--- src/usc_pkg.sv ---
// Package for the upstream control / device address / endpoint config block.
// Assumes an APB slave with 32-bit data; registers are one byte wide in bits [7:0].
package usc_pkg;
    // Printed register indices (0x1f is not a multiple of four: byte address = 4*index)
    localparam logic [7:0] USC_IDX_ADDR_A     = 8'h10;
    localparam logic [7:0] USC_IDX_STAT_CTRL  = 8'h1f;
    localparam logic [7:0] USC_IDX_ADDR_B     = 8'h40;
    localparam logic [7:0] USC_IDX_EP_CFG     = 8'h50;
    localparam int         USC_PADDR_W        = 12;

    // Status/control field positions
    localparam int USC_SC_ACT_LSB  = 0;
    localparam int USC_SC_ACTIVITY = 3;
    localparam int USC_SC_DMINUS   = 4;
    localparam int USC_SC_DPLUS    = 5;
    localparam int USC_SC_EP_MODE  = 6;
    localparam int USC_SC_EP_SIZE  = 7;
    localparam logic [7:0] USC_SC_RESET   = 8'h00;
    localparam logic [7:0] USC_ADDR_RESET = 8'h00;
    localparam int USC_ADDR_EN     = 7;

    // Control action codes
    localparam logic [2:0] USC_ACT_NONE     = 3'h0;
    localparam logic [2:0] USC_ACT_J        = 3'h1;
    localparam logic [2:0] USC_ACT_K        = 3'h2;
    localparam logic [2:0] USC_ACT_SE0      = 3'h3;
    localparam logic [2:0] USC_ACT_LOW      = 3'h4;
    localparam logic [2:0] USC_ACT_DP_FLOAT = 3'h5;
    localparam logic [2:0] USC_ACT_DM_FLOAT = 3'h6;
    localparam logic [2:0] USC_ACT_FLOAT    = 3'h7;

    // FIFO base addresses in user RAM
    localparam logic [7:0] USC_FIFO_SMALL_BASE = 8'hd8;
    localparam logic [7:0] USC_FIFO_LARGE_BASE = 8'ha8;
    localparam logic [7:0] USC_FIFO_BIG0_BASE  = 8'hc0;
    localparam logic [7:0] USC_FIFO_BIG1_BASE  = 8'he0;
    localparam logic [7:0] USC_FIFO_SMALL_SZ   = 8'h08;
    localparam logic [7:0] USC_FIFO_BIG_SZ     = 8'h20;

    // CPU stall per engine byte write
    localparam int USC_STALL_CYCLES = 3;
    localparam int USC_NUM_EP       = 5;
endpackage

--- src/usc_stall.sv ---
// Stall generator: holds the CPU off the internal data bus during engine FIFO writes.
// Assumes byte write requests come from the engine on the same clock.
`timescale 1ns/10ps
module usc_stall #(
    parameter int CYCLES = usc_pkg::USC_STALL_CYCLES
) (
    // Clock and reset
    input  wire logic core_clk_i,
    input  wire logic resetn_i,
    // Engine byte request
    input  wire logic wr_req_i,
    output logic      wr_ack_o,
    // CPU stall
    output logic      stall_o
);
    logic [3:0] cnt_reg;

    // Each accepted byte owns the bus for CYCLES cycles
    always_ff @(posedge core_clk_i or negedge resetn_i) begin
        if (!resetn_i) begin
            cnt_reg <= 4'h0;
        end else if (cnt_reg != 4'h0) begin
            cnt_reg <= cnt_reg - 4'h1;
        end else if (wr_req_i) begin
            cnt_reg <= 4'(CYCLES - 1);
        end
    end

    // Ack the byte in the first of its stall cycles
    assign wr_ack_o = (cnt_reg == 4'h0) && wr_req_i;
    assign stall_o  = wr_ack_o || (cnt_reg != 4'h0);

    stall_len_a: assert property (@(posedge core_clk_i) disable iff (!resetn_i)
        wr_ack_o |-> stall_o ##1 stall_o ##1 stall_o)
        else $error("stall shorter than three cycles");
endmodule

--- src/usc_top.sv ---
// Upstream port control, device addresses, endpoint config and FIFO stall logic.
// Assumes an APB master on core_clk_i and upstream pins from outside (synchronised here).
`timescale 1ns/10ps

module usc_top (
    // Clock and reset
    input  wire logic        core_clk_i,
    input  wire logic        resetn_i,
    // APB slave
    input  wire logic        psel_i,
    input  wire logic        penable_i,
    input  wire logic        pwrite_i,
    input  wire logic [11:0] paddr_i,
    input  wire logic [31:0] pwdata_i,
    input  wire logic [3:0]  pstrb_i,
    output logic             pready_o,
    output logic [31:0]      prdata_o,
    output logic             pslverr_o,
    // Upstream pins
    input  wire logic        dp_i,
    input  wire logic        dm_i,
    output logic             dp_o,
    output logic             dp_oe_o,
    output logic             dm_o,
    output logic             dm_oe_o,
    // Serial engine line drive and events
    input  wire logic        sie_dp_i,
    input  wire logic        sie_dm_i,
    input  wire logic        sie_oe_i,
    input  wire logic        eof1_i,
    input  wire logic        token_valid_i,
    input  wire logic [6:0]  token_addr_i,
    input  wire logic [3:0]  token_ep_i,
    // Engine FIFO byte writes into user RAM
    input  wire logic        fifo_wr_req_i,
    input  wire logic [2:0]  fifo_ep_i,
    input  wire logic [5:0]  fifo_offset_i,
    output logic             fifo_wr_ack_o,
    output logic [7:0]       fifo_ram_addr_o,
    // CPU and engine decode results
    output logic             cpu_stall_o,
    output logic             match_a_o,
    output logic             match_b_o,
    output logic [2:0]       match_ep_o,
    output logic             b0_is_pipe_three_o,
    output logic             eop_req_o
);
    logic [7:0] sc_reg;
    logic [7:0] addr_a_reg;
    logic [7:0] addr_b_reg;
    logic [1:0] dp_sync_reg;
    logic [1:0] dm_sync_reg;
    logic       wr_en;
    logic       rd_en;
    logic       hit;
    logic [9:0] idx;
    logic       activity_evt;
    logic [7:0] ram_addr_next;

    // Register index from byte address; byte lane zero carries data
    assign idx   = paddr_i[11:2];
    assign wr_en = psel_i && penable_i && pwrite_i && pstrb_i[0];
    assign rd_en = psel_i && !pwrite_i;
    assign hit   = (idx == {2'b00, usc_pkg::USC_IDX_ADDR_A})
                || (idx == {2'b00, usc_pkg::USC_IDX_STAT_CTRL})
                || (idx == {2'b00, usc_pkg::USC_IDX_ADDR_B})
                || (idx == {2'b00, usc_pkg::USC_IDX_EP_CFG});

    // Zero wait states; unmapped addresses answer with an error
    assign pready_o  = 1'b1;
    assign pslverr_o = psel_i && penable_i && !hit;

    // Pins pass two flops before anything reads them
    always_ff @(posedge core_clk_i or negedge resetn_i) begin
        if (!resetn_i) begin
            // Reset to J so leaving reset is not taken as bus activity
            dp_sync_reg <= 2'b11;
            dm_sync_reg <= 2'b00;
        end else begin
            dp_sync_reg <= {dp_sync_reg[0], dp_i};
            dm_sync_reg <= {dm_sync_reg[0], dm_i};
        end
    end

    // Non-idle means anything other than J (D+ high, D- low) on the line
    assign activity_evt = !(dp_sync_reg[1] && !dm_sync_reg[1]);

    // Status/control register: config, activity, control action
    always_ff @(posedge core_clk_i or negedge resetn_i) begin
        if (!resetn_i) begin
            sc_reg <= usc_pkg::USC_SC_RESET;
        end else begin
            if (wr_en && idx == {2'b00, usc_pkg::USC_IDX_STAT_CTRL}) begin
                sc_reg[2:0] <= pwdata_i[2:0];
                sc_reg[7:6] <= pwdata_i[7:6];
                if (!pwdata_i[usc_pkg::USC_SC_ACTIVITY]) begin
                    sc_reg[usc_pkg::USC_SC_ACTIVITY] <= 1'b0;
                end
            end
            if (activity_evt) begin
                sc_reg[usc_pkg::USC_SC_ACTIVITY] <= 1'b1;
            end
            sc_reg[5:4] <= 2'b00;
        end
    end

    // Device address registers
    always_ff @(posedge core_clk_i or negedge resetn_i) begin
        if (!resetn_i) begin
            addr_a_reg <= usc_pkg::USC_ADDR_RESET;
            addr_b_reg <= usc_pkg::USC_ADDR_RESET;
        end else if (wr_en) begin
            if (idx == {2'b00, usc_pkg::USC_IDX_ADDR_A}) begin
                addr_a_reg <= pwdata_i[7:0];
            end
            if (idx == {2'b00, usc_pkg::USC_IDX_ADDR_B}) begin
                addr_b_reg <= pwdata_i[7:0];
            end
        end
    end

    // Read mux; pin levels are live, upper bits read zero
    always_ff @(posedge core_clk_i or negedge resetn_i) begin
        if (!resetn_i) begin
            prdata_o <= 32'h0000_0000;
        end else if (rd_en && !penable_i) begin
            prdata_o <= 32'h0000_0000;
            if (idx == {2'b00, usc_pkg::USC_IDX_STAT_CTRL}) begin
                prdata_o[7:0] <= {sc_reg[7:6], dp_sync_reg[1], dm_sync_reg[1], sc_reg[3:0]};
            end else if (idx == {2'b00, usc_pkg::USC_IDX_ADDR_A}) begin
                prdata_o[7:0] <= addr_a_reg;
            end else if (idx == {2'b00, usc_pkg::USC_IDX_ADDR_B}) begin
                prdata_o[7:0] <= addr_b_reg;
            end else if (idx == {2'b00, usc_pkg::USC_IDX_EP_CFG}) begin
                // fixed capability: 2 addresses, 5 endpoints
                prdata_o[7:0] <= 8'h25;
            end
        end
    end

    // Upstream drivers: engine or firmware override
    always_comb begin
        dp_o    = 1'b0;
        dm_o    = 1'b0;
        dp_oe_o = 1'b1;
        dm_oe_o = 1'b1;
        case (sc_reg[2:0])
            usc_pkg::USC_ACT_NONE: begin
                dp_o    = sie_dp_i;
                dm_o    = sie_dm_i;
                dp_oe_o = sie_oe_i;
                dm_oe_o = sie_oe_i;
            end
            usc_pkg::USC_ACT_J: begin
                dp_o = 1'b1;
            end
            usc_pkg::USC_ACT_K: begin
                dm_o = 1'b1;
            end
            usc_pkg::USC_ACT_SE0: begin
                dp_o = 1'b0;
            end
            usc_pkg::USC_ACT_LOW: begin
                dm_o = 1'b0;
            end
            usc_pkg::USC_ACT_DP_FLOAT: begin
                dp_oe_o = 1'b0;
            end
            usc_pkg::USC_ACT_DM_FLOAT: begin
                dm_oe_o = 1'b0;
            end
            usc_pkg::USC_ACT_FLOAT: begin
                dp_oe_o = 1'b0;
                dm_oe_o = 1'b0;
            end
            default: begin
                dp_oe_o = 1'b0;
                dm_oe_o = 1'b0;
            end
        endcase
    end

    // EOP request at EOF1, only when engine owns the line
    assign eop_req_o = eof1_i && (sc_reg[2:0] == usc_pkg::USC_ACT_NONE);

    // second control register remapped in five-endpoint mode
    assign b0_is_pipe_three_o = sc_reg[usc_pkg::USC_SC_EP_MODE];

    // Address match; one-address mode turns B off entirely
    always_comb begin
        match_a_o  = 1'b0;
        match_b_o  = 1'b0;
        match_ep_o = 3'h0;
        if (token_valid_i) begin
            if (addr_a_reg[usc_pkg::USC_ADDR_EN] && token_addr_i == addr_a_reg[6:0]) begin
                // A owns 0..2, or 0..4 with one address
                if (token_ep_i < (sc_reg[usc_pkg::USC_SC_EP_MODE] ? 4'h5 : 4'h3)) begin
                    match_a_o  = 1'b1;
                    match_ep_o = token_ep_i[2:0];
                end
            end else if (!sc_reg[usc_pkg::USC_SC_EP_MODE]
                         && addr_b_reg[usc_pkg::USC_ADDR_EN]
                         && token_addr_i == addr_b_reg[6:0] && token_ep_i < 4'h2) begin
                match_b_o  = 1'b1;
                match_ep_o = 3'(token_ep_i + 4'h3);
            end
        end
    end

    // Flat endpoint index 0..4 -> FIFO base in user RAM
    function automatic logic [7:0] fifo_base(input logic size, input logic [2:0] ep);
        logic [7:0] base;
        base = 8'h00;
        if (!size) begin
            // five 8-byte FIFOs from top down
            base = 8'hf8 - {2'b00, ep, 3'b000};
        end else begin
            case (ep)
                3'h0:    base = usc_pkg::USC_FIFO_LARGE_BASE + 8'h10;
                3'h1:    base = usc_pkg::USC_FIFO_BIG0_BASE;
                3'h2:    base = usc_pkg::USC_FIFO_BIG1_BASE;
                3'h3:    base = usc_pkg::USC_FIFO_LARGE_BASE;
                3'h4:    base = usc_pkg::USC_FIFO_LARGE_BASE + 8'h08;
                default: base = 8'h00;
            endcase
        end
        return base;
    endfunction

    // Offset limited to FIFO size so writes stay inside their own slot
    always_comb begin
        logic [7:0] lim;
        lim = usc_pkg::USC_FIFO_SMALL_SZ;
        if (sc_reg[usc_pkg::USC_SC_EP_SIZE] && (fifo_ep_i == 3'h1 || fifo_ep_i == 3'h2)) begin
            lim = usc_pkg::USC_FIFO_BIG_SZ;
        end
        ram_addr_next = fifo_base(sc_reg[usc_pkg::USC_SC_EP_SIZE], fifo_ep_i)
                      + ({2'b00, fifo_offset_i} & (lim - 8'h01));
    end

    // Registered RAM address for the accepted byte
    always_ff @(posedge core_clk_i or negedge resetn_i) begin
        if (!resetn_i) begin
            fifo_ram_addr_o <= 8'h00;
        end else if (fifo_wr_ack_o) begin
            fifo_ram_addr_o <= ram_addr_next;
        end
    end

    usc_stall #(
        .CYCLES (usc_pkg::USC_STALL_CYCLES)
    ) u_stall (
        .core_clk_i (core_clk_i),
        .resetn_i   (resetn_i),
        .wr_req_i   (fifo_wr_req_i),
        .wr_ack_o   (fifo_wr_ack_o),
        .stall_o    (cpu_stall_o)
    );

    // Assertions
    forced_j_a: assert property (@(posedge core_clk_i) disable iff (!resetn_i)
        sc_reg[2:0] == 3'h1 |-> dp_o && !dm_o && dp_oe_o && dm_oe_o)
        else $error("code 1 does not force J");
    float_both_a: assert property (@(posedge core_clk_i) disable iff (!resetn_i)
        sc_reg[2:0] == 3'h7 |-> !dp_oe_o && !dm_oe_o)
        else $error("code 7 does not float");
    float_dp_a: assert property (@(posedge core_clk_i) disable iff (!resetn_i)
        sc_reg[2:0] == 3'h5 |-> !dp_oe_o && dm_oe_o && !dm_o)
        else $error("code 5 wrong");
    sie_pass_a: assert property (@(posedge core_clk_i) disable iff (!resetn_i)
        sc_reg[2:0] == 3'h0 |-> dp_o == sie_dp_i && dp_oe_o == sie_oe_i)
        else $error("engine not in control");
    act_set_a: assert property (@(posedge core_clk_i) disable iff (!resetn_i)
        activity_evt |=> sc_reg[3])
        else $error("activity not set");
    act_keep_a: assert property (@(posedge core_clk_i) disable iff (!resetn_i)
        sc_reg[3] && !(wr_en && idx == 10'h01f && !pwdata_i[3]) |=> sc_reg[3])
        else $error("activity lost");
    pin_read_a: assert property (@(posedge core_clk_i) disable iff (!resetn_i)
        rd_en && !penable_i && idx == 10'h01f |=> prdata_o[5] == $past(dp_sync_reg[1]))
        else $error("pin level misread");
    addr_en_a: assert property (@(posedge core_clk_i) disable iff (!resetn_i)
        match_a_o |-> addr_a_reg[7] && token_addr_i == addr_a_reg[6:0])
        else $error("match without enable");
    one_addr_a: assert property (@(posedge core_clk_i) disable iff (!resetn_i)
        sc_reg[6] |-> !match_b_o)
        else $error("second address in one-address mode");
    forced_k_a: assert property (@(posedge core_clk_i) disable iff (!resetn_i)
        sc_reg[2:0] == 3'h2 |-> !dp_o && dm_o && dp_oe_o && dm_oe_o)
        else $error("code 2 does not force K");
    both_low_a: assert property (@(posedge core_clk_i) disable iff (!resetn_i)
        (sc_reg[2:0] == 3'h3 || sc_reg[2:0] == 3'h4) |-> !dp_o && !dm_o && dp_oe_o && dm_oe_o)
        else $error("codes 3 and 4 do not drive both low");
    float_dm_a: assert property (@(posedge core_clk_i) disable iff (!resetn_i)
        sc_reg[2:0] == 3'h6 |-> dp_oe_o && !dp_o && !dm_oe_o)
        else $error("code 6 wrong");
    act_clear_a: assert property (@(posedge core_clk_i) disable iff (!resetn_i)
        wr_en && idx == 10'h01f && !pwdata_i[3] && !activity_evt |=> !sc_reg[3])
        else $error("activity not cleared");
    pin_dm_a: assert property (@(posedge core_clk_i) disable iff (!resetn_i)
        rd_en && !penable_i && idx == 10'h01f |=> prdata_o[4] == $past(dm_sync_reg[1]))
        else $error("D- level misread");
    cv_force_c: cover property (@(posedge core_clk_i) disable iff (!resetn_i) sc_reg[2:0] == 3'h3);
    cv_clear_c: cover property (@(posedge core_clk_i) disable iff (!resetn_i) $fell(sc_reg[3]));
    cv_match_c: cover property (@(posedge core_clk_i) disable iff (!resetn_i) match_b_o);
    cv_stall_c: cover property (@(posedge core_clk_i) disable iff (!resetn_i) cpu_stall_o[*4]);
endmodule

--- config.mk ---
export PLATFORM = sky130hd
export DESIGN_NAME = usc_top
export DESIGN_NICKNAME = d
export VERILOG_FILES = /design/src/usc_pkg.sv /design/src/usc_stall.sv /design/src/usc_top.sv
export SDC_FILE = /design/constraint.sdc
export NUM_CORES = 1
export LEC_CHECK = 0
export CAP_MARGIN = 20
export CORE_AREA = 2 2 87 89
export DETAILED_ROUTE_END_ITERATION = 6
export DIE_AREA = 0 0 89 91
export DONT_BUFFER_PORTS = 1
export PLACE_DENSITY = 0.52
export SETUP_SLACK_MARGIN = 0.5
export SLEW_MARGIN = 5
export SYNTH_ARGS = -nofsm -noshare
export SYNTH_HDL_FRONTEND = slang
export SYNTH_SLANG_ARGS = --single-unit
--- constraint.sdc ---
create_clock -name core_clk_i -period 3.2 [get_ports core_clk_i]
set_input_delay 0.48 -clock core_clk_i [delete_from_list [all_inputs] [get_ports core_clk_i]]
set_output_delay 0.48 -clock core_clk_i [all_outputs]
set_load 0.01 [all_outputs]
==> summary.txt <==
Cells and area
  • Fillers: 732
  • P&R area growth vs syn: 4.62%
  • Layout cells sized above 1: 13.5%
  • Nets: 353
  • N_diodes: 0
  • Final Cell Area: 2920 sq um

Die
  • Core Rows: 31
  • Core region area: 7140 sq um
  • Die area: 8100 sq um
  • Chip width: 89 um
  • Die Ht: 91 um
  • Initial Util: 39.1%
  • I/O pins: 136

Synth
  • Post-synth EDFFs: 0
  • Synth area leaders: dfrtp_1, buf_4, mux2_1, mux2_4, a21oi_1
  • Mean Syn Cell Area: 10.5 sq um
  • Asr flop ratio synth: 100%
  • Most common cell in the netlist: dfrtp_1
  • Post-synthesis cell count: 267
  • Synth top area share: 39.4%
  • Netlist cell types: 51
  • Netlist Area Pre-Place: 2790 sq um
  • Sequential share of the synthesized area: 41.3%
  • Synth cell count leaders: dfrtp_1, buf_4, a21oi_1, mux2_1, nor2_1
  • Ys Warns: 0
  • Synth Register Bits: 46
  • Main synth FF type: dfrtp_1
  • Area leader, netlist: dfrtp_1

Detailed routing
  • 1st-iter DRT viols: 79
  • DRT antenna net count: 0
  • DR WL/cell: 17.1 um
  • Wire length on met3: 495 um
  • Wire length on met1: 2.61 mm
  • Detailed Route WL: 6.25 mm
  • Top Layer Used: met4
  • Routed vias/inst: 5.18
  • DR DRC count: 0
  • Pre-antenna DRT Iters: 4
  • WL met2: 3.11 mm
  • Detailed-route via count: 1891

Placed design
  • Placed cell areas: 2770 sq um
  • GP Congestion: 0.764
  • Port buffer count: 0
  • Post-DP HPWL: 4.70 mm

Power and ir drop
  • Leak Pwr: 1.32 nW
  • Power Density: 453 nW/um^2
  • VDD IR max: 0.275 mV

STA
  • Worst clock skew: 8.03 ps
  • Final period util: 78.6%
  • Finish-stage setup viols: 0
  • Fin crit period: 2510 ps
  • Fin. Hold Viols: 0
  • Slew Limit Fails: 0
  • Fmax: 398 MHz
  • TNS Setup: 0 ps
  • Slew HR: 59.8%
  • Worst Tran Pin Value: 596 ps
  • RSZ-0062 raised after global routing: false

Global routing
  • Initial antenna violation count: 0
  • Total gr overflow: 0
  • Vias in the first global route: 1883
  • Tot GR Track Use: 15.5%
  • First-pass GRT wire length: 9.65 mm
  • Largest net degree at the start of global routing: 45

Clocking
  • Clock sinks: 46
  • CTS Root Cell: clkbuf_8
  • Clock transition at path regs: 90 ps
  • Num CTS Buffers: 5
  • H-tree depth: 2
  • CTS tree: yes
  • Worst-case clock buffer depth: 2
  • Clk_lat worst skew: 300 ps

Critical path
  • Critical Path Source Type: register
  • Worst-path maximum fanout: 4
  • Arrival time of the worst setup path: 2030 ps
  • Crit path kind: reg -> out
  • Worst EP required: 2720 ps
  • Endpoint type of the worst setup path: output port

Flow run
  • MaxCap Viol Count: 0

Min path
  • Worst min path class: in -> async

Status
  • Status: finished, final reports clean
[path summary, 6_finish.rpt]
path                                                start  slack, ps                              to  cells past startpoint
worst max register to register      sc_reg[7]$_DFFE_PN0P_       1140  fifo_ram_addr_o[6]$_DFFE_PN0P_                      8
worst min-delay path                             resetn_i         10       addr_a_reg[1]$_DFFE_PN0P_                      1
max in group asynchronous                        resetn_i       2520        dp_sync_reg[0]$_DFF_PN1_                      1
worst min register to register   dp_sync_reg[0]$_DFF_PN1_        360        dp_sync_reg[1]$_DFF_PN1_                      0
min in group core_clk_i                              dp_i        170        dp_sync_reg[0]$_DFF_PN1_                      0
worst max-delay path            addr_b_reg[5]$_DFFE_PN0P_        690                   match_ep_o[2]                      4
[cell usage in the layout, fill, tap and decap left out, drive strengths merged, types with 7 or more instances in the layout]
cell / instances
xor2: 8
a21oi: 20
dfrtp: 44
o21ai: 12
xnor2: 8
nor2: 11
inv: 7
conb: 25
nand2: 8
mux2: 26
nand3: 7
[cell type report]
class	instances	area, sq um	share of cell area, %
tap	99	124	4.24
sequential	46	1150	39.5
clock buffer	6	72.6	2.49
multi-input combinational	200	1470	50.3
timing repair buffer	5	60.1	2.06
clock inverter	2	13.8	0.471
inverter	7	26.3	0.900
[per-layer routing]
| layer | up-vias | track usage [%] |
|---|---|---|
| li1 | 912 | - |
| met1 | 908 | 19.7 |
| met2 | 66 | 25.8 |
| met3 | 5 | 5.00 |
| met4 | 0 | 2.99 |
| met5 | - | 0 |
[critical path, cell delays in order, from the launching register on]
cell and delay (ps):
dfrtp_1 430, xor2_1 180, nor4_1 360, nand4_1 220, o41ai_1 540
[kinds of logic after synthesis]
kind of cell / count (synthesis) / share of synthesized area [%]
and+or+nand+nor: 67 / 14.6
AOI/OAI and AO/OA: 55 / 12.4
DFF: 46 / 41.3
buffers and inverters: 44 / 10.0
muxes: 30 / 13.0
xor gates and xnor gates: 16 / 5.02
adders and majority gates: 7 / 3.41
other: 2 / 0.269
[stage by stage]
step | std cells | utilization [%] | worst slack [ps] | total power, W | hold WS, ps
global placement | 355 | 38.8 | 697 | 0.000961 | 186
global route | 365 | 40.9 | 517 | 0.00141 | 14.9
detailed placement | 355 | 38.8 | 672 | 0.000967 | 186
finish | 365 | 40.9 | 685 | 0.00132 | 14.2
floorplan | 290 | - | 864 | 0.000950 | 184
CTS | 364 | 40.5 | 589 | 0.00134 | 5.35
[power by group]
group | total (W) | switching (W) | internal (W)
registers | 0.000746 | 0.0000806 | 0.000665
logic | 0.000224 | 0.000119 | 0.000105
clock network | 0.000354 | 0.000200 | 0.000154
[timing repair]
item / CTS / global route
hold endpoints to repair: 44 / 2
hold buffers: 1 / 1
gates resized for setup: 2 / 2
setup buffers: 0 / 0
endpoints found under the setup margin: 4 / 3
Note: power is estimated with default switching activity, not from simulation.
